$ cat src/cpu8d_pkg.sv
`default_nettype none
package cpu8d_pkg;
  // ---------------------------------------------------------------
  // register map
  // ---------------------------------------------------------------
  localparam logic [7:0]  ADDR_CTRL    = 8'h00;
  localparam logic [7:0]  ADDR_STATUS  = 8'h04;
  localparam logic [7:0]  ADDR_COUNT   = 8'h08;
  localparam logic [31:0] CTRL_RESET   = 32'h0000_0001;
  localparam int          CTRL_EN_BIT  = 0;
  // ---------------------------------------------------------------
  // instruction lengths and cycle counts
  // ---------------------------------------------------------------
  localparam logic [1:0]  LEN_ONE      = 2'h1;
  localparam logic [1:0]  LEN_TWO      = 2'h2;
  localparam logic [1:0]  LEN_THREE    = 2'h3;
  localparam logic [3:0]  CYC_TWO      = 4'h2;
  localparam logic [3:0]  CYC_BRANCH   = 4'h3;
  localparam logic [3:0]  CYC_SUBR     = 4'h6;
  localparam logic [3:0]  CYC_BIT      = 4'h5;
  localparam logic [3:0]  CYC_RMW_REG  = 4'h3;
  localparam logic [3:0]  CYC_RMW_DIR  = 4'h5;
  localparam logic [3:0]  CYC_RMW_IX0  = 4'h5;
  localparam logic [3:0]  CYC_RMW_IX1  = 4'h6;
  localparam logic [3:0]  CYC_MUL      = 4'hB;
  localparam logic [3:0]  CYC_TRAP     = 4'hA;
  localparam logic [3:0]  CYC_RTS      = 4'h6;
  localparam logic [3:0]  CYC_RETI     = 4'h9;
  localparam logic [3:0]  CYC_DIR      = 4'h3;
  localparam logic [3:0]  CYC_DIR_ST   = 4'h4;
  localparam logic [3:0]  CYC_DIR_JSR  = 4'h5;
  localparam logic [7:0]  OP_SUBR      = 8'hAD;
  localparam logic [7:0]  ZERO_PAGE    = 8'h00;

  // ---------------------------------------------------------------
  // types
  // ---------------------------------------------------------------
  typedef enum logic [3:0] {
    MODE_INH, MODE_IMM, MODE_DIR, MODE_REL, MODE_IX0, MODE_IX1,
    MODE_BSC, MODE_BTB, MODE_OTHER
  } cpu8d_mode_t;

  typedef enum logic [3:0] {
    RMW_NONE, RMW_NEGATE, RMW_COM, RMW_SHR, RMW_ROTR, RMW_SAR, RMW_SHL,
    RMW_ROTL, RMW_DECR, RMW_INC, RMW_TEST, RMW_ZERO, RMW_MUL
  } cpu8d_rmw_t;

  typedef enum logic [3:0] {
    CTL_NONE, CTL_A2X, CTL_X2A, CTL_SETC, CTL_CLRC, CTL_SETI, CTL_CLRI,
    CTL_TRAP, CTL_RTS, CTL_RETI, CTL_SPRST, CTL_IDLE, CTL_STOP, CTL_WAIT
  } cpu8d_ctl_t;

  typedef struct packed {
    logic h;
    logic i;
    logic n;
    logic z;
    logic c;
  } cpu8d_flags_t;

  typedef struct packed {
    cpu8d_mode_t mode;
    logic [1:0]  length;
    logic [3:0]  cycles;
    cpu8d_rmw_t  rmw_op;
    cpu8d_ctl_t  ctl_op;
    logic [2:0]  bit_n;
    logic        on_index;
    logic        is_branch;
    logic        taken;
    logic        mem_read;
    logic        mem_write;
    logic        illegal;
    logic [15:0] effective_addr;
    logic [15:0] next_pc;
    logic [7:0]  result;
    logic        carry_out;
  } cpu8d_dec_t;
endpackage
`default_nettype wire

$ cat src/cpu8d_decode.sv
// Notes on behaviour
// (RL1) inherent: opcode only, one byte
// (RL2) immediate: operand at PC+1, PC+2
// (RL3) direct: high byte zero, PC+2
// (RL4) 22 higher, 23 lower or same
// (RL5) 24 carry clear, 25 carry set
// (RL6) other relative conditions; two bytes, three cycles
// (RL7) 2C mask clear, 2D mask set
// (RL8) 2E line low, 2F line high
// (RL9) AD subroutine branch, two bytes, six cycles
// (RL10) bit test branch: 3 bytes, 5 cycles
// (RL11) bit set/clear: 2 bytes, 5 cycles
// (RL12) low nibble picks modify operation
// (RL13) high nibble picks operand or mode
// (RL14) modify timing; memory test one less
// (RL15) carry and mask flag ops, two cycles
// (RL16) trap 10, return sub 6, interrupt 9
// (RL17) transfers, stack reset, no-op: two cycles
// (RL18) 8E stop, 8F wait, two cycles
// (RL19) taken branch adds signed offset
// (RL20) memory modify reads, writes back; test reads
`default_nettype none
module cpu8d_decode (
  // clock and reset
  input  wire logic                  clk_i,
  input  wire logic                  rst_i,
  // apb slave
  input  wire logic                  psel_i,
  input  wire logic                  penable_i,
  input  wire logic                  pwrite_i,
  input  wire logic [7:0]            paddr_i,
  input  wire logic [31:0]           pwdata_i,
  output logic      [31:0]           prdata_o,
  output logic                       pready_o,
  output logic                       pslverr_o,
  // decode request from fetch
  input  wire logic                  dec_valid_i,
  input  wire logic [7:0]            opcode_i,
  input  wire logic [7:0]            operand1_i,
  input  wire logic [7:0]            operand2_i,
  input  wire logic [15:0]           pc_i,
  input  wire logic [7:0]            index_i,
  input  wire logic [7:0]            data_byte_i,
  input  wire cpu8d_pkg::cpu8d_flags_t flags_i,
  // external interrupt pin
  input  wire logic                  irq_line_i,
  // decode answer
  output logic                       dec_valid_o,
  output cpu8d_pkg::cpu8d_dec_t      dec_o
);
  // ---------------------------------------------------------------
  // pin synchroniser
  // ---------------------------------------------------------------
  logic irq_meta_ff;
  logic irq_sync_ff;
  always_ff @(posedge clk_i) begin
    if (rst_i) begin
      irq_meta_ff <= 1'b1;
      irq_sync_ff <= 1'b1;
    end else begin
      irq_meta_ff <= irq_line_i;
      irq_sync_ff <= irq_meta_ff;
    end
  end

  // ---------------------------------------------------------------
  // modify unit
  // ---------------------------------------------------------------
  logic [7:0] alu_res;
  logic       alu_c;
  always_comb begin
    alu_res = data_byte_i;
    alu_c   = flags_i.c;
    case (opcode_i[3:0])
      4'h0: begin
        alu_res = 8'h00 - data_byte_i;
        alu_c   = |data_byte_i;
      end
      4'h3: begin
        alu_res = ~data_byte_i;
        alu_c   = 1'b1;
      end
      4'h4: begin
        alu_res = {1'b0, data_byte_i[7:1]};
        alu_c   = data_byte_i[0];
      end
      4'h6: begin
        alu_res = {flags_i.c, data_byte_i[7:1]};
        alu_c   = data_byte_i[0];
      end
      4'h7: begin
        alu_res = {data_byte_i[7], data_byte_i[7:1]};
        alu_c   = data_byte_i[0];
      end
      4'h8: begin
        alu_res = {data_byte_i[6:0], 1'b0};
        alu_c   = data_byte_i[7];
      end
      4'h9: begin
        alu_res = {data_byte_i[6:0], flags_i.c};
        alu_c   = data_byte_i[7];
      end
      4'hA:    alu_res = data_byte_i - 8'h01;
      4'hC:    alu_res = data_byte_i + 8'h01;
      4'hF:    alu_res = 8'h00;
      default: alu_res = data_byte_i;
    endcase
  end

  // ---------------------------------------------------------------
  // branch condition: even codes test, odd codes invert
  // ---------------------------------------------------------------
  logic cond_base;
  logic cond;
  always_comb begin
    case (opcode_i[3:1])
      3'h0: cond_base = 1'b1;                       // [RL6]
      3'h1: cond_base = ~(flags_i.c | flags_i.z);   // [RL4]
      3'h2: cond_base = ~flags_i.c;                 // [RL5]
      3'h3: cond_base = ~flags_i.z;                 // [RL6]
      3'h4: cond_base = ~flags_i.h;                 // [RL6]
      3'h5: cond_base = ~flags_i.n;                 // [RL6]
      3'h6: cond_base = ~flags_i.i;                 // [RL7]
      default: cond_base = ~irq_sync_ff;            // [RL8]
    endcase
    cond = cond_base ^ opcode_i[0];
  end

  // ---------------------------------------------------------------
  // opcode decode
  // ---------------------------------------------------------------
  cpu8d_pkg::cpu8d_dec_t d;
  logic [7:0]            offset;
  logic [15:0]           seq_pc;
  always_comb begin
    d        = '0;
    d.mode   = cpu8d_pkg::MODE_INH;
    d.rmw_op = cpu8d_pkg::RMW_NONE;
    d.ctl_op = cpu8d_pkg::CTL_NONE;
    d.length = cpu8d_pkg::LEN_ONE;
    d.cycles = cpu8d_pkg::CYC_TWO;
    offset   = operand1_i;
    d.bit_n  = opcode_i[3:1];
    case (opcode_i[7:4])
      4'h0: begin
        d.mode      = cpu8d_pkg::MODE_BTB;              // [RL10]
        d.length    = cpu8d_pkg::LEN_THREE;
        d.cycles    = cpu8d_pkg::CYC_BIT;
        d.mem_read  = 1'b1;
        d.is_branch = 1'b1;
        d.carry_out = data_byte_i[d.bit_n];
        d.taken     = data_byte_i[d.bit_n] ^ opcode_i[0];
        d.effective_addr = {cpu8d_pkg::ZERO_PAGE, operand1_i};
        offset      = operand2_i;
      end
      4'h1: begin
        d.mode      = cpu8d_pkg::MODE_BSC;              // [RL11]
        d.length    = cpu8d_pkg::LEN_TWO;
        d.cycles    = cpu8d_pkg::CYC_BIT;
        d.mem_read  = 1'b1;
        d.mem_write = 1'b1;
        d.result    = data_byte_i;
        d.result[d.bit_n] = ~opcode_i[0];
        d.effective_addr = {cpu8d_pkg::ZERO_PAGE, operand1_i};
      end
      4'h2: begin
        d.mode      = cpu8d_pkg::MODE_REL;              // [RL6]
        d.length    = cpu8d_pkg::LEN_TWO;
        d.cycles    = cpu8d_pkg::CYC_BRANCH;
        d.is_branch = 1'b1;
        d.taken     = cond;
      end
      4'h3, 4'h4, 4'h5, 4'h6, 4'h7: begin
        case (opcode_i[3:0])                            // [RL12]
          4'h0: d.rmw_op = cpu8d_pkg::RMW_NEGATE;
          4'h3: d.rmw_op = cpu8d_pkg::RMW_COM;
          4'h4: d.rmw_op = cpu8d_pkg::RMW_SHR;
          4'h6: d.rmw_op = cpu8d_pkg::RMW_ROTR;
          4'h7: d.rmw_op = cpu8d_pkg::RMW_SAR;
          4'h8: d.rmw_op = cpu8d_pkg::RMW_SHL;
          4'h9: d.rmw_op = cpu8d_pkg::RMW_ROTL;
          4'hA: d.rmw_op = cpu8d_pkg::RMW_DECR;
          4'hC: d.rmw_op = cpu8d_pkg::RMW_INC;
          4'hD: d.rmw_op = cpu8d_pkg::RMW_TEST;
          4'hF: d.rmw_op = cpu8d_pkg::RMW_ZERO;
          default: d.rmw_op = cpu8d_pkg::RMW_NONE;
        endcase
        d.result    = alu_res;
        d.carry_out = alu_c;
        case (opcode_i[7:4])                            // [RL13]
          4'h3: begin
            d.mode   = cpu8d_pkg::MODE_DIR;             // [RL3]
            d.length = cpu8d_pkg::LEN_TWO;
            d.cycles = cpu8d_pkg::CYC_RMW_DIR;          // [RL14]
            d.effective_addr = {cpu8d_pkg::ZERO_PAGE, operand1_i};
          end
          4'h7: begin
            d.mode   = cpu8d_pkg::MODE_IX0;
            d.cycles = cpu8d_pkg::CYC_RMW_IX0;          // [RL14]
            d.effective_addr = {cpu8d_pkg::ZERO_PAGE, index_i};
          end
          4'h6: begin
            d.mode   = cpu8d_pkg::MODE_IX1;
            d.length = cpu8d_pkg::LEN_TWO;
            d.cycles = cpu8d_pkg::CYC_RMW_IX1;          // [RL14]
            d.effective_addr = {8'h00, index_i} + {8'h00, operand1_i};
          end
          default: begin
            d.on_index = opcode_i[4];                   // [RL1]
            d.cycles   = cpu8d_pkg::CYC_RMW_REG;        // [RL14]
          end
        endcase
        if (d.mode != cpu8d_pkg::MODE_INH) begin
          d.mem_read  = 1'b1;                           // [RL20]
          d.mem_write = (d.rmw_op != cpu8d_pkg::RMW_TEST);
          if (d.rmw_op == cpu8d_pkg::RMW_TEST) begin
            d.cycles = d.cycles - 4'h1;                 // [RL14]
          end
        end
        if (opcode_i == 8'h42) begin
          d.rmw_op = cpu8d_pkg::RMW_MUL;
          d.cycles = cpu8d_pkg::CYC_MUL;
        end
        d.illegal = (d.rmw_op == cpu8d_pkg::RMW_NONE);
      end
      4'h8: begin
        case (opcode_i[3:0])                            // [RL16] [RL18]
          4'h0: begin
            d.ctl_op = cpu8d_pkg::CTL_RETI;
            d.cycles = cpu8d_pkg::CYC_RETI;
          end
          4'h1: begin
            d.ctl_op = cpu8d_pkg::CTL_RTS;
            d.cycles = cpu8d_pkg::CYC_RTS;
          end
          4'h3: begin
            d.ctl_op = cpu8d_pkg::CTL_TRAP;
            d.cycles = cpu8d_pkg::CYC_TRAP;
          end
          4'hE:    d.ctl_op = cpu8d_pkg::CTL_STOP;
          4'hF:    d.ctl_op = cpu8d_pkg::CTL_WAIT;
          default: d.illegal = 1'b1;
        endcase
      end
      4'h9: begin
        case (opcode_i[3:0])                            // [RL15] [RL17]
          4'h7:    d.ctl_op = cpu8d_pkg::CTL_A2X;
          4'h8:    d.ctl_op = cpu8d_pkg::CTL_CLRC;
          4'h9:    d.ctl_op = cpu8d_pkg::CTL_SETC;
          4'hA:    d.ctl_op = cpu8d_pkg::CTL_CLRI;
          4'hB:    d.ctl_op = cpu8d_pkg::CTL_SETI;
          4'hC:    d.ctl_op = cpu8d_pkg::CTL_SPRST;
          4'hD:    d.ctl_op = cpu8d_pkg::CTL_IDLE;
          4'hF:    d.ctl_op = cpu8d_pkg::CTL_X2A;
          default: d.illegal = 1'b1;
        endcase
      end
      4'hA: begin
        d.length = cpu8d_pkg::LEN_TWO;
        if (opcode_i == cpu8d_pkg::OP_SUBR) begin
          d.mode      = cpu8d_pkg::MODE_REL;            // [RL9]
          d.cycles    = cpu8d_pkg::CYC_SUBR;
          d.is_branch = 1'b1;
          d.taken     = 1'b1;
        end else begin
          d.mode     = cpu8d_pkg::MODE_IMM;             // [RL2]
          d.effective_addr = pc_i + 16'h0001;
          d.illegal  = (opcode_i[3:0] == 4'h7) || (opcode_i[3:0] >= 4'hC);
        end
      end
      4'hB: begin
        d.mode     = cpu8d_pkg::MODE_DIR;               // [RL3]
        d.length   = cpu8d_pkg::LEN_TWO;
        d.effective_addr = {cpu8d_pkg::ZERO_PAGE, operand1_i};
        d.cycles   = cpu8d_pkg::CYC_DIR;
        d.mem_read = (opcode_i[3:0] < 4'hC) && (opcode_i[2:0] != 3'h7);
        if (opcode_i[2:0] == 3'h7) begin
          d.cycles    = cpu8d_pkg::CYC_DIR_ST;
          d.mem_write = 1'b1;
        end
        if (opcode_i[3:0] == 4'hC) d.cycles = cpu8d_pkg::CYC_TWO;
        if (opcode_i[3:0] == 4'hD) d.cycles = cpu8d_pkg::CYC_DIR_JSR;
      end
      default: begin
        // wide modes are sequenced elsewhere; only the length is given
        d.mode   = cpu8d_pkg::MODE_OTHER;
        d.cycles = 4'h0;
        case (opcode_i[7:4])
          4'hC, 4'hD: d.length = cpu8d_pkg::LEN_THREE;
          4'hE:       d.length = cpu8d_pkg::LEN_TWO;
          default:    d.length = cpu8d_pkg::LEN_ONE;
        endcase
      end
    endcase
    seq_pc    = pc_i + {14'h0000, d.length};
    d.next_pc = d.taken ? seq_pc + {{8{offset[7]}}, offset} : seq_pc;  // [RL19]
  end

  // ---------------------------------------------------------------
  // decode output
  // ---------------------------------------------------------------
  logic [31:0]           ctrl_ff;
  logic                  dec_valid_ff;
  cpu8d_pkg::cpu8d_dec_t dec_ff;
  logic                  accept;
  assign accept = dec_valid_i & ctrl_ff[cpu8d_pkg::CTRL_EN_BIT];

  always_ff @(posedge clk_i) begin
    if (rst_i) begin
      dec_valid_ff <= 1'b0;
      dec_ff       <= '0;
    end else begin
      dec_valid_ff <= accept;
      if (accept) dec_ff <= d;
    end
  end
  assign dec_valid_o = dec_valid_ff;
  assign dec_o       = dec_ff;

  // ---------------------------------------------------------------
  // apb registers
  // ---------------------------------------------------------------
  logic [7:0]  last_op_ff;
  logic        illegal_ff;
  logic [31:0] count_ff;
  logic [31:0] prdata_ff;
  logic        mapped;
  logic        wr_done;
  assign mapped  = (paddr_i == cpu8d_pkg::ADDR_CTRL) || (paddr_i == cpu8d_pkg::ADDR_STATUS)
                 || (paddr_i == cpu8d_pkg::ADDR_COUNT);
  assign wr_done = psel_i & penable_i & pwrite_i;

  always_ff @(posedge clk_i) begin
    if (rst_i) begin
      ctrl_ff <= cpu8d_pkg::CTRL_RESET;
    end else if (wr_done && paddr_i == cpu8d_pkg::ADDR_CTRL) begin
      ctrl_ff <= {31'h0000_0000, pwdata_i[cpu8d_pkg::CTRL_EN_BIT]};
    end
  end

  // sticky illegal flag: a new illegal decode wins over the clear
  always_ff @(posedge clk_i) begin
    if (rst_i) begin
      last_op_ff <= 8'h00;
      illegal_ff <= 1'b0;
    end else begin
      if (accept) last_op_ff <= opcode_i;
      if (accept && d.illegal) begin
        illegal_ff <= 1'b1;
      end else if (wr_done && paddr_i == cpu8d_pkg::ADDR_STATUS && pwdata_i[8]) begin
        illegal_ff <= 1'b0;
      end
    end
  end

  always_ff @(posedge clk_i) begin
    if (rst_i) begin
      count_ff <= 32'h0000_0000;
    end else if (wr_done && paddr_i == cpu8d_pkg::ADDR_COUNT) begin
      count_ff <= 32'h0000_0000;
    end else if (accept) begin
      count_ff <= count_ff + 32'h0000_0001;
    end
  end

  // read data is captured in the setup cycle so the access needs no wait
  always_ff @(posedge clk_i) begin
    if (rst_i) begin
      prdata_ff <= 32'h0000_0000;
    end else if (psel_i && !penable_i && !pwrite_i) begin
      case (paddr_i)
        cpu8d_pkg::ADDR_CTRL:   prdata_ff <= ctrl_ff;
        cpu8d_pkg::ADDR_STATUS: prdata_ff <= {23'h00_0000, illegal_ff, last_op_ff};
        cpu8d_pkg::ADDR_COUNT:  prdata_ff <= count_ff;
        default:                prdata_ff <= 32'h0000_0000;
      endcase
    end
  end
  assign prdata_o  = prdata_ff;
  assign pready_o  = 1'b1;
  assign pslverr_o = psel_i & penable_i & ~mapped;
endmodule
`default_nettype wire

$ cat config.mk
export PLATFORM = sky130hd
export DESIGN_NAME = cpu8d_decode
export DESIGN_NICKNAME = d
export VERILOG_FILES = /design/src/cpu8d_pkg.sv /design/src/cpu8d_decode.sv
export SDC_FILE = /design/constraint.sdc
export NUM_CORES = 1
export LEC_CHECK = 0
export ABC_AREA = 0
export CAP_MARGIN = 20
export CORE_MARGIN = 5
export CORE_UTILIZATION = 47
export DETAILED_ROUTE_END_ITERATION = 6
export DONT_BUFFER_PORTS = 1
export PLACE_DENSITY = 0.61
export SETUP_SLACK_MARGIN = 0.4
export SLEW_MARGIN = 20
export SYNTH_ARGS = -nofsm -noshare
export SYNTH_HDL_FRONTEND = slang
export SYNTH_SLANG_ARGS = --single-unit
$ cat constraint.sdc
create_clock -name clk_i -period 11.9 [get_ports clk_i]
set_input_delay 1.785 -clock clk_i [delete_from_list [all_inputs] [get_ports clk_i]]
set_output_delay 1.785 -clock clk_i [all_outputs]
set_load 0.1 [all_outputs]
# Yosys cells after proc, flatten, opt, wreduce, memory -nomap -nowiden
# Memories as Yosys holds them, arrays and structs flattened.
# Cells that the tools add are included.
[totals]
word_cells = 183
rom_bits = 64
output_inout_bits = 103
reg_bits = 145
mem_count = 1
[mem_list]
columns = ["name", "words", "width", "rd", "rd_clocked_by_memory_dff", "wr", "line", "source"]
rows = [
  ["(no name shown)", 16, 4, 1, 0, 0, "cpu8d_decode.sv:174", "case (opcode_i[3:0])"],
]
[op_classes]
n_addsub = 9
n_reduce_logical = 35
mux = 52
eq_ne = 41
order_cmp = 4
bitwise_logic = 17
[ops]
columns = ["cell", "n"]
rows = [
  ["case mux 32 bit (3 select lines)", 1],
  ["case mux 8 bit (10 select lines)", 1],
  ["== test 4 bit, second input constant", 16],
  ["case mux 16 bit (3 select lines)", 1],
  ["case mux 6 bit (7 select lines)", 1],
  ["adder 32 x 1 -> 32 bit, second input constant", 1],
  ["2-to-1 mux 4 bit", 8],
  ["case mux 4 bit (8 select lines)", 1],
  ["== test 4 x 3 -> 1 bit, second input constant", 7],
  ["case mux 4 bit (7 select lines)", 1],
  ["case mux 9 bit (3 select lines)", 1],
  ["2-to-1 mux 8 bit", 3],
  ["case mux 4 bit (5 select lines)", 1],
  ["2-to-1 mux 17 bit", 1],
  ["adder 16 x 1 -> 16 bit, second input constant", 1],
  ["adder 16 bit", 1],
  ["adder 16 x 2 -> 16 bit", 1],
  ["2-to-1 mux 16 bit", 1],
  ["case mux 8 bit (2 select lines)", 1],
  ["OR reduction 8 bit", 2],
  ["OR reduction 2 bit", 7],
  ["== test 3 bit, second input constant", 4],
  ["== test 4 x 2 -> 1 bit, second input constant", 3],
  ["zero test 4 bit", 3],
  ["48 further kinds", 90],
]

# Longest topological paths before layout
[logic_depth]
ltp_word = 13
mapped_depth = 19
ltp_nobuf = 18

# Worst setup path after synthesis
# OpenSTA, ideal clock, no wires.
[synth_timing]
kind = "input -> register"
from = "input opcode_i[6]"
to = "register dec_ff, in the netlist dec_o[24]"
required_time_ns = 11.838
setup_ns = 0.062
stages = 18
path_slack_ns = 6.401
t_arrival_ns = 5.437
path_buffers = 3
path_cell_list = "clkbuf_1 -> clkbuf_1 -> clkbuf_1 -> a21o_1 -> ha_1 -> inv_1 -> fa_1 -> nand3b_1 -> xnor2_1 -> ha_1 -> or2_2 -> o31ai_1 -> a21oi_1 -> a31oi_1 -> o21ai_0 -> xnor2_1 -> or4_1 -> nand3_1"
[synth_rtl]
columns = ["element", "line", "source"]
rows = [
  ["start: declaration", "cpu8d_decode.sv:38", "input wire logic [7:0] opcode_i,"],
  ["end signal: assignment", "cpu8d_decode.sv:311", "dec_ff <= '0;"],
  ["end signal: assignment", "cpu8d_decode.sv:314", "if (accept) dec_ff <= d;"],
  ["end: declaration", "cpu8d_decode.sv:304", "cpu8d_pkg::cpu8d_dec_t dec_ff;"],
]

==> flow_summary.json <==
{
  "synth_cells": 1201,
  "cts_hold_repair.buffers": 0,
  "netlist_top_cells_area": "sky130_fd_sc_hd__dfxtp_1 31%, sky130_fd_sc_hd__nor2_1 7.1%, sky130_fd_sc_hd__ha_1 6.1%",
  "numPortBuffers": 0,
  "final-hold-violation-count": 0,
  "final_layout_size_suffix_gt1_frac": 0.0525,
  "route.vias.total": 8515,
  "worst-endpoint-arrival_ns": 5.34,
  "vias_per_cell": 5.96,
  "dp.final_hpwl_um": 19300,
  "worstSetupEndpointType": "flop",
  "final_util": 0.509,
  "cts_buffers": 17,
  "synthesis.yosys.warnings": 0,
  "final.setup_skew_ns": 0.0135,
  "timing.critical_path.buf_inv": 1,
  "post_synth_edffs": 0,
  "post-route-worst-setup-slack_ns": 6.87,
  "placedCellCount": 1396,
  "static-leakage-power_uw": 0.00371,
  "asyncSetResetFlopFracSynth": 0,
  "i_o_pin_count": 211,
  "synth_top_flop_cell": "sky130_fd_sc_hd__dfxtp_1",
  "timing.critical_path.depth": 16,
  "cts-resized-gates": 0,
  "fin_crit_period_ns": 5.03,
  "flow.area_growth_from_synthesis_pct": 7.26,
  "slew_violations": 0,
  "remaining_drc_errors": 0,
  "timing.critical_path.required_ns": 12.21,
  "ratio_of_total_power_to_cell_area_nw_per_um2": 135,
  "hp-class": "reg2reg",
  "synthesis.area_um2": 9200,
  "placeableCoreArea_um2": 19400,
  "largest_area_contributor_in_the_synthesized_netlist": "sky130_fd_sc_hd__dfxtp_1",
  "hold_path_depth": 1,
  "avgRoutedWirePerCell_um": 18.9,
  "grt_first_pass_wirelength_um": 43700,
  "relSlewSlack": 0.259,
  "gp_congestion": 0.888,
  "synth_top_area_share": 0.309,
  "cts.sinks": 142,
  "grt_start_max_net_pins": 114,
  "fillCellCount": 1973,
  "grt_pass1_vias": 8225,
  "post-cts-setup-buffers": 0,
  "cts_tree": "done",
  "number_of_different_library_cells_in_the_post_synthesis_netlist": 71,
  "path_max_fanout": 26,
  "synthesis.nets": 1358,
  "n_antenna_cell": 0,
  "cap_violations": 0,
  "power.ir.vdd_worst_mv": 0.0989,
  "clkSlewWorstSetupHoldPaths_ns": 0.07,
  "dr.pass1.iters": 5,
  "ff2ff_path_depth": 7,
  "slew_at_the_pin_closest_to_its_max_slew_limit_ns": 1.11,
  "timing.fmax_mhz": 199,
  "antenna_found_initial": 1,
  "gr-usage-all-layers": 0.241,
  "critical_path.cell_chain": "and2_1, a21oi_1, inv_1, fa_1, nand3b_1, nand2b_1, xnor2_1, ha_1, nand2_1, nor2_1, o311ai_0, a21boi_0, nand3b_1, o211ai_1, a311oi_1, a2111oi_1",
  "fin_crit_sh": 0.423,
  "setup_viol_count_final": 0,
  "die-height_um": 150,
  "timing.critical_path.from_type": "input pin",
  "worst_skew_pair.late_latency_ns": 0.43,
  "placementRows": 51,
  "ys_seq_elements": 142,
  "critical_path_class": "in2reg",
  "clock_tree.htree_level_count": 4,
  "critical_path.max_stage_delay_ns": 0.45,
  "start_util": 0.474,
  "outcome": "completed",
  "ant_nets": 0,
  "place_ws_ns": 6.46,
  "die_area_um2": 22500,
  "final-instance-count-excl-fill": 1428,
  "critical-path-top-delay-family": "compound AO/OA/AOI/OAI gates",
  "ys_seq_area_frac": 0.309,
  "hold_ws_ns": 0.424,
  "grt_overflow": 0,
  "cts_max_path_buffers": 2,
  "design.final.nets": 1307,
  "synth_area_per_cell_um2": 7.66,
  "critical_path_slowest_stage_cell": "sky130_fd_sc_hd__fa_1",
  "routed_wl_um": 27000,
  "timing.setup.tns_ns": 0,
  "initialDrtViolationCount": 681,
  "rsz0062_at_grt": "no",
  "die_width_um": 150,
  "timing.critical_path.mode_cell": "sky130_fd_sc_hd__nand3b_1",
  "ctsRootBufferMaster": "sky130_fd_sc_hd__clkbuf_16"
}
[registers in the layout, indices dropped and copies added, names as in the netlist]
signal and count:
irq_sync_ff 1, last_op_ff 6, prdata_o 32, illegal_ff 1, dec_o 67, dec_valid_o 1, irq_meta_ff 1, count_ff 32
ctrl_ff 1
[cell usage in the layout (no fill, tap or decap), types with 5 or more instances in the layout]
master,netlist,routed
sky130_fd_sc_hd__o21ai_0,61,61
sky130_fd_sc_hd__and2_1,6,5
sky130_fd_sc_hd__inv_1,33,33
sky130_fd_sc_hd__or2_2,7,7
sky130_fd_sc_hd__clkbuf_16,0,17
sky130_fd_sc_hd__or3_1,16,16
sky130_fd_sc_hd__nor3b_1,5,5
sky130_fd_sc_hd__a21o_1,11,11
sky130_fd_sc_hd__a221oi_1,11,11
sky130_fd_sc_hd__a22oi_1,42,42
sky130_fd_sc_hd__o211ai_1,8,8
sky130_fd_sc_hd__and3_1,9,9
sky130_fd_sc_hd__a31oi_1,8,8
sky130_fd_sc_hd__a211oi_1,19,19
sky130_fd_sc_hd__clkinv_8,0,5
sky130_fd_sc_hd__nor3_1,44,43
sky130_fd_sc_hd__dfxtp_1,142,142
sky130_fd_sc_hd__a21oi_1,100,100
sky130_fd_sc_hd__mux2i_1,21,21
sky130_fd_sc_hd__a222oi_1,5,5
sky130_fd_sc_hd__o31ai_1,9,9
sky130_fd_sc_hd__mux2_2,5,5
sky130_fd_sc_hd__inv_8,0,7
sky130_fd_sc_hd__nand4_1,11,11
sky130_fd_sc_hd__xnor2_1,32,32
sky130_fd_sc_hd__nand2b_1,20,20
sky130_fd_sc_hd__nand2_1,110,109
sky130_fd_sc_hd__buf_4,4,7
sky130_fd_sc_hd__nor2_1,173,172
sky130_fd_sc_hd__o22ai_1,9,9
sky130_fd_sc_hd__nand3b_1,5,5
sky130_fd_sc_hd__nor2b_1,15,15
sky130_fd_sc_hd__nand3_1,37,37
sky130_fd_sc_hd__xor2_1,44,44
sky130_fd_sc_hd__ha_1,45,45
[metal layers]
layer	share of wire	global-route usage
met5	0.00048	0
met4	0.015	0.0709
met3	0.11	0.0893
met2	0.45	0.372
met1	0.43	0.315
[power breakdown]
part	total [uW]	switching [uW]	leakage, uW	internal, uW
Combinational	195	114	0.00225	81.1
Clock	540	253	0.000299	286
Sequential	594	105	0.00116	490
Total	1330	472	0.00371	857
[cells in the mapped netlist, types with 5 or more instances]
cell type	n
sky130_fd_sc_hd__nor2_1	173
sky130_fd_sc_hd__dfxtp_1	142
sky130_fd_sc_hd__nand2_1	110
sky130_fd_sc_hd__a21oi_1	100
sky130_fd_sc_hd__o21ai_0	61
sky130_fd_sc_hd__clkbuf_1	59
sky130_fd_sc_hd__ha_1	45
sky130_fd_sc_hd__nor3_1	44
sky130_fd_sc_hd__xor2_1	44
sky130_fd_sc_hd__a22oi_1	42
sky130_fd_sc_hd__nand3_1	37
sky130_fd_sc_hd__inv_1	33
sky130_fd_sc_hd__xnor2_1	32
sky130_fd_sc_hd__mux2i_1	21
sky130_fd_sc_hd__nand2b_1	20
sky130_fd_sc_hd__a211oi_1	19
sky130_fd_sc_hd__or3_1	16
sky130_fd_sc_hd__nor2b_1	15
sky130_fd_sc_hd__a21o_1	11
sky130_fd_sc_hd__a221oi_1	11
sky130_fd_sc_hd__nand4_1	11
sky130_fd_sc_hd__and3_1	9
sky130_fd_sc_hd__o22ai_1	9
sky130_fd_sc_hd__o31ai_1	9
sky130_fd_sc_hd__a31oi_1	8
sky130_fd_sc_hd__o211ai_1	8
sky130_fd_sc_hd__or2_2	7
sky130_fd_sc_hd__and2_1	6
sky130_fd_sc_hd__buf_2	6
sky130_fd_sc_hd__a222oi_1	5
sky130_fd_sc_hd__buf_1	5
sky130_fd_sc_hd__mux2_2	5
sky130_fd_sc_hd__nand3b_1	5
sky130_fd_sc_hd__nor3b_1	5
[final cells by class]
type | count | area [um2] | area share
Sequential cell | 142 | 2840 | 0.288
Timing Repair Buffer | 7 | 52.6 | 0.00533
Inverter | 34 | 128 | 0.0129
Clock buffer | 17 | 425 | 0.0431
Clock inverter | 15 | 186 | 0.0189
Multi-Input combinational cell | 948 | 5900 | 0.598
Tap cell | 265 | 332 | 0.0336
[per-stage QoR]
stage | power (uW) | cell area (um2)
floorplan | 772 | 9200
global placement | 796 | 9260
global route | 1390 | 9870
finish | 1330 | 9870
CTS | 1340 | 9870
detailed placement | 799 | 9260
[final timing paths]
| path | slack [ns] | endpoint | from |
|---|---|---|---|
| worst max-delay path | 6.87 | dec_o[23] | opcode_i[5] |
| worst min-delay path | 0.42 | irq_sync_ff | irq_meta_ff |
| worst max register to register | 9.39 | count_ff[31] | count_ff[2] |
| worst min register to register | 0.42 | irq_sync_ff | irq_meta_ff |
[cell families after synthesis]
kind of cell | Yosys count | synth area share
AND/OR/NAND/NOR | 466 | 0.232
AO/OA/AOI/OAI | 327 | 0.229
flip-flops | 142 | 0.309
buffers and inverters | 111 | 0.0511
XOR/XNOR | 76 | 0.0724
adder cells (fa/ha/maj) | 49 | 0.0699
multiplexers | 29 | 0.0367
other | 1 | 0.000408
(Power assumes the default switching activity.)
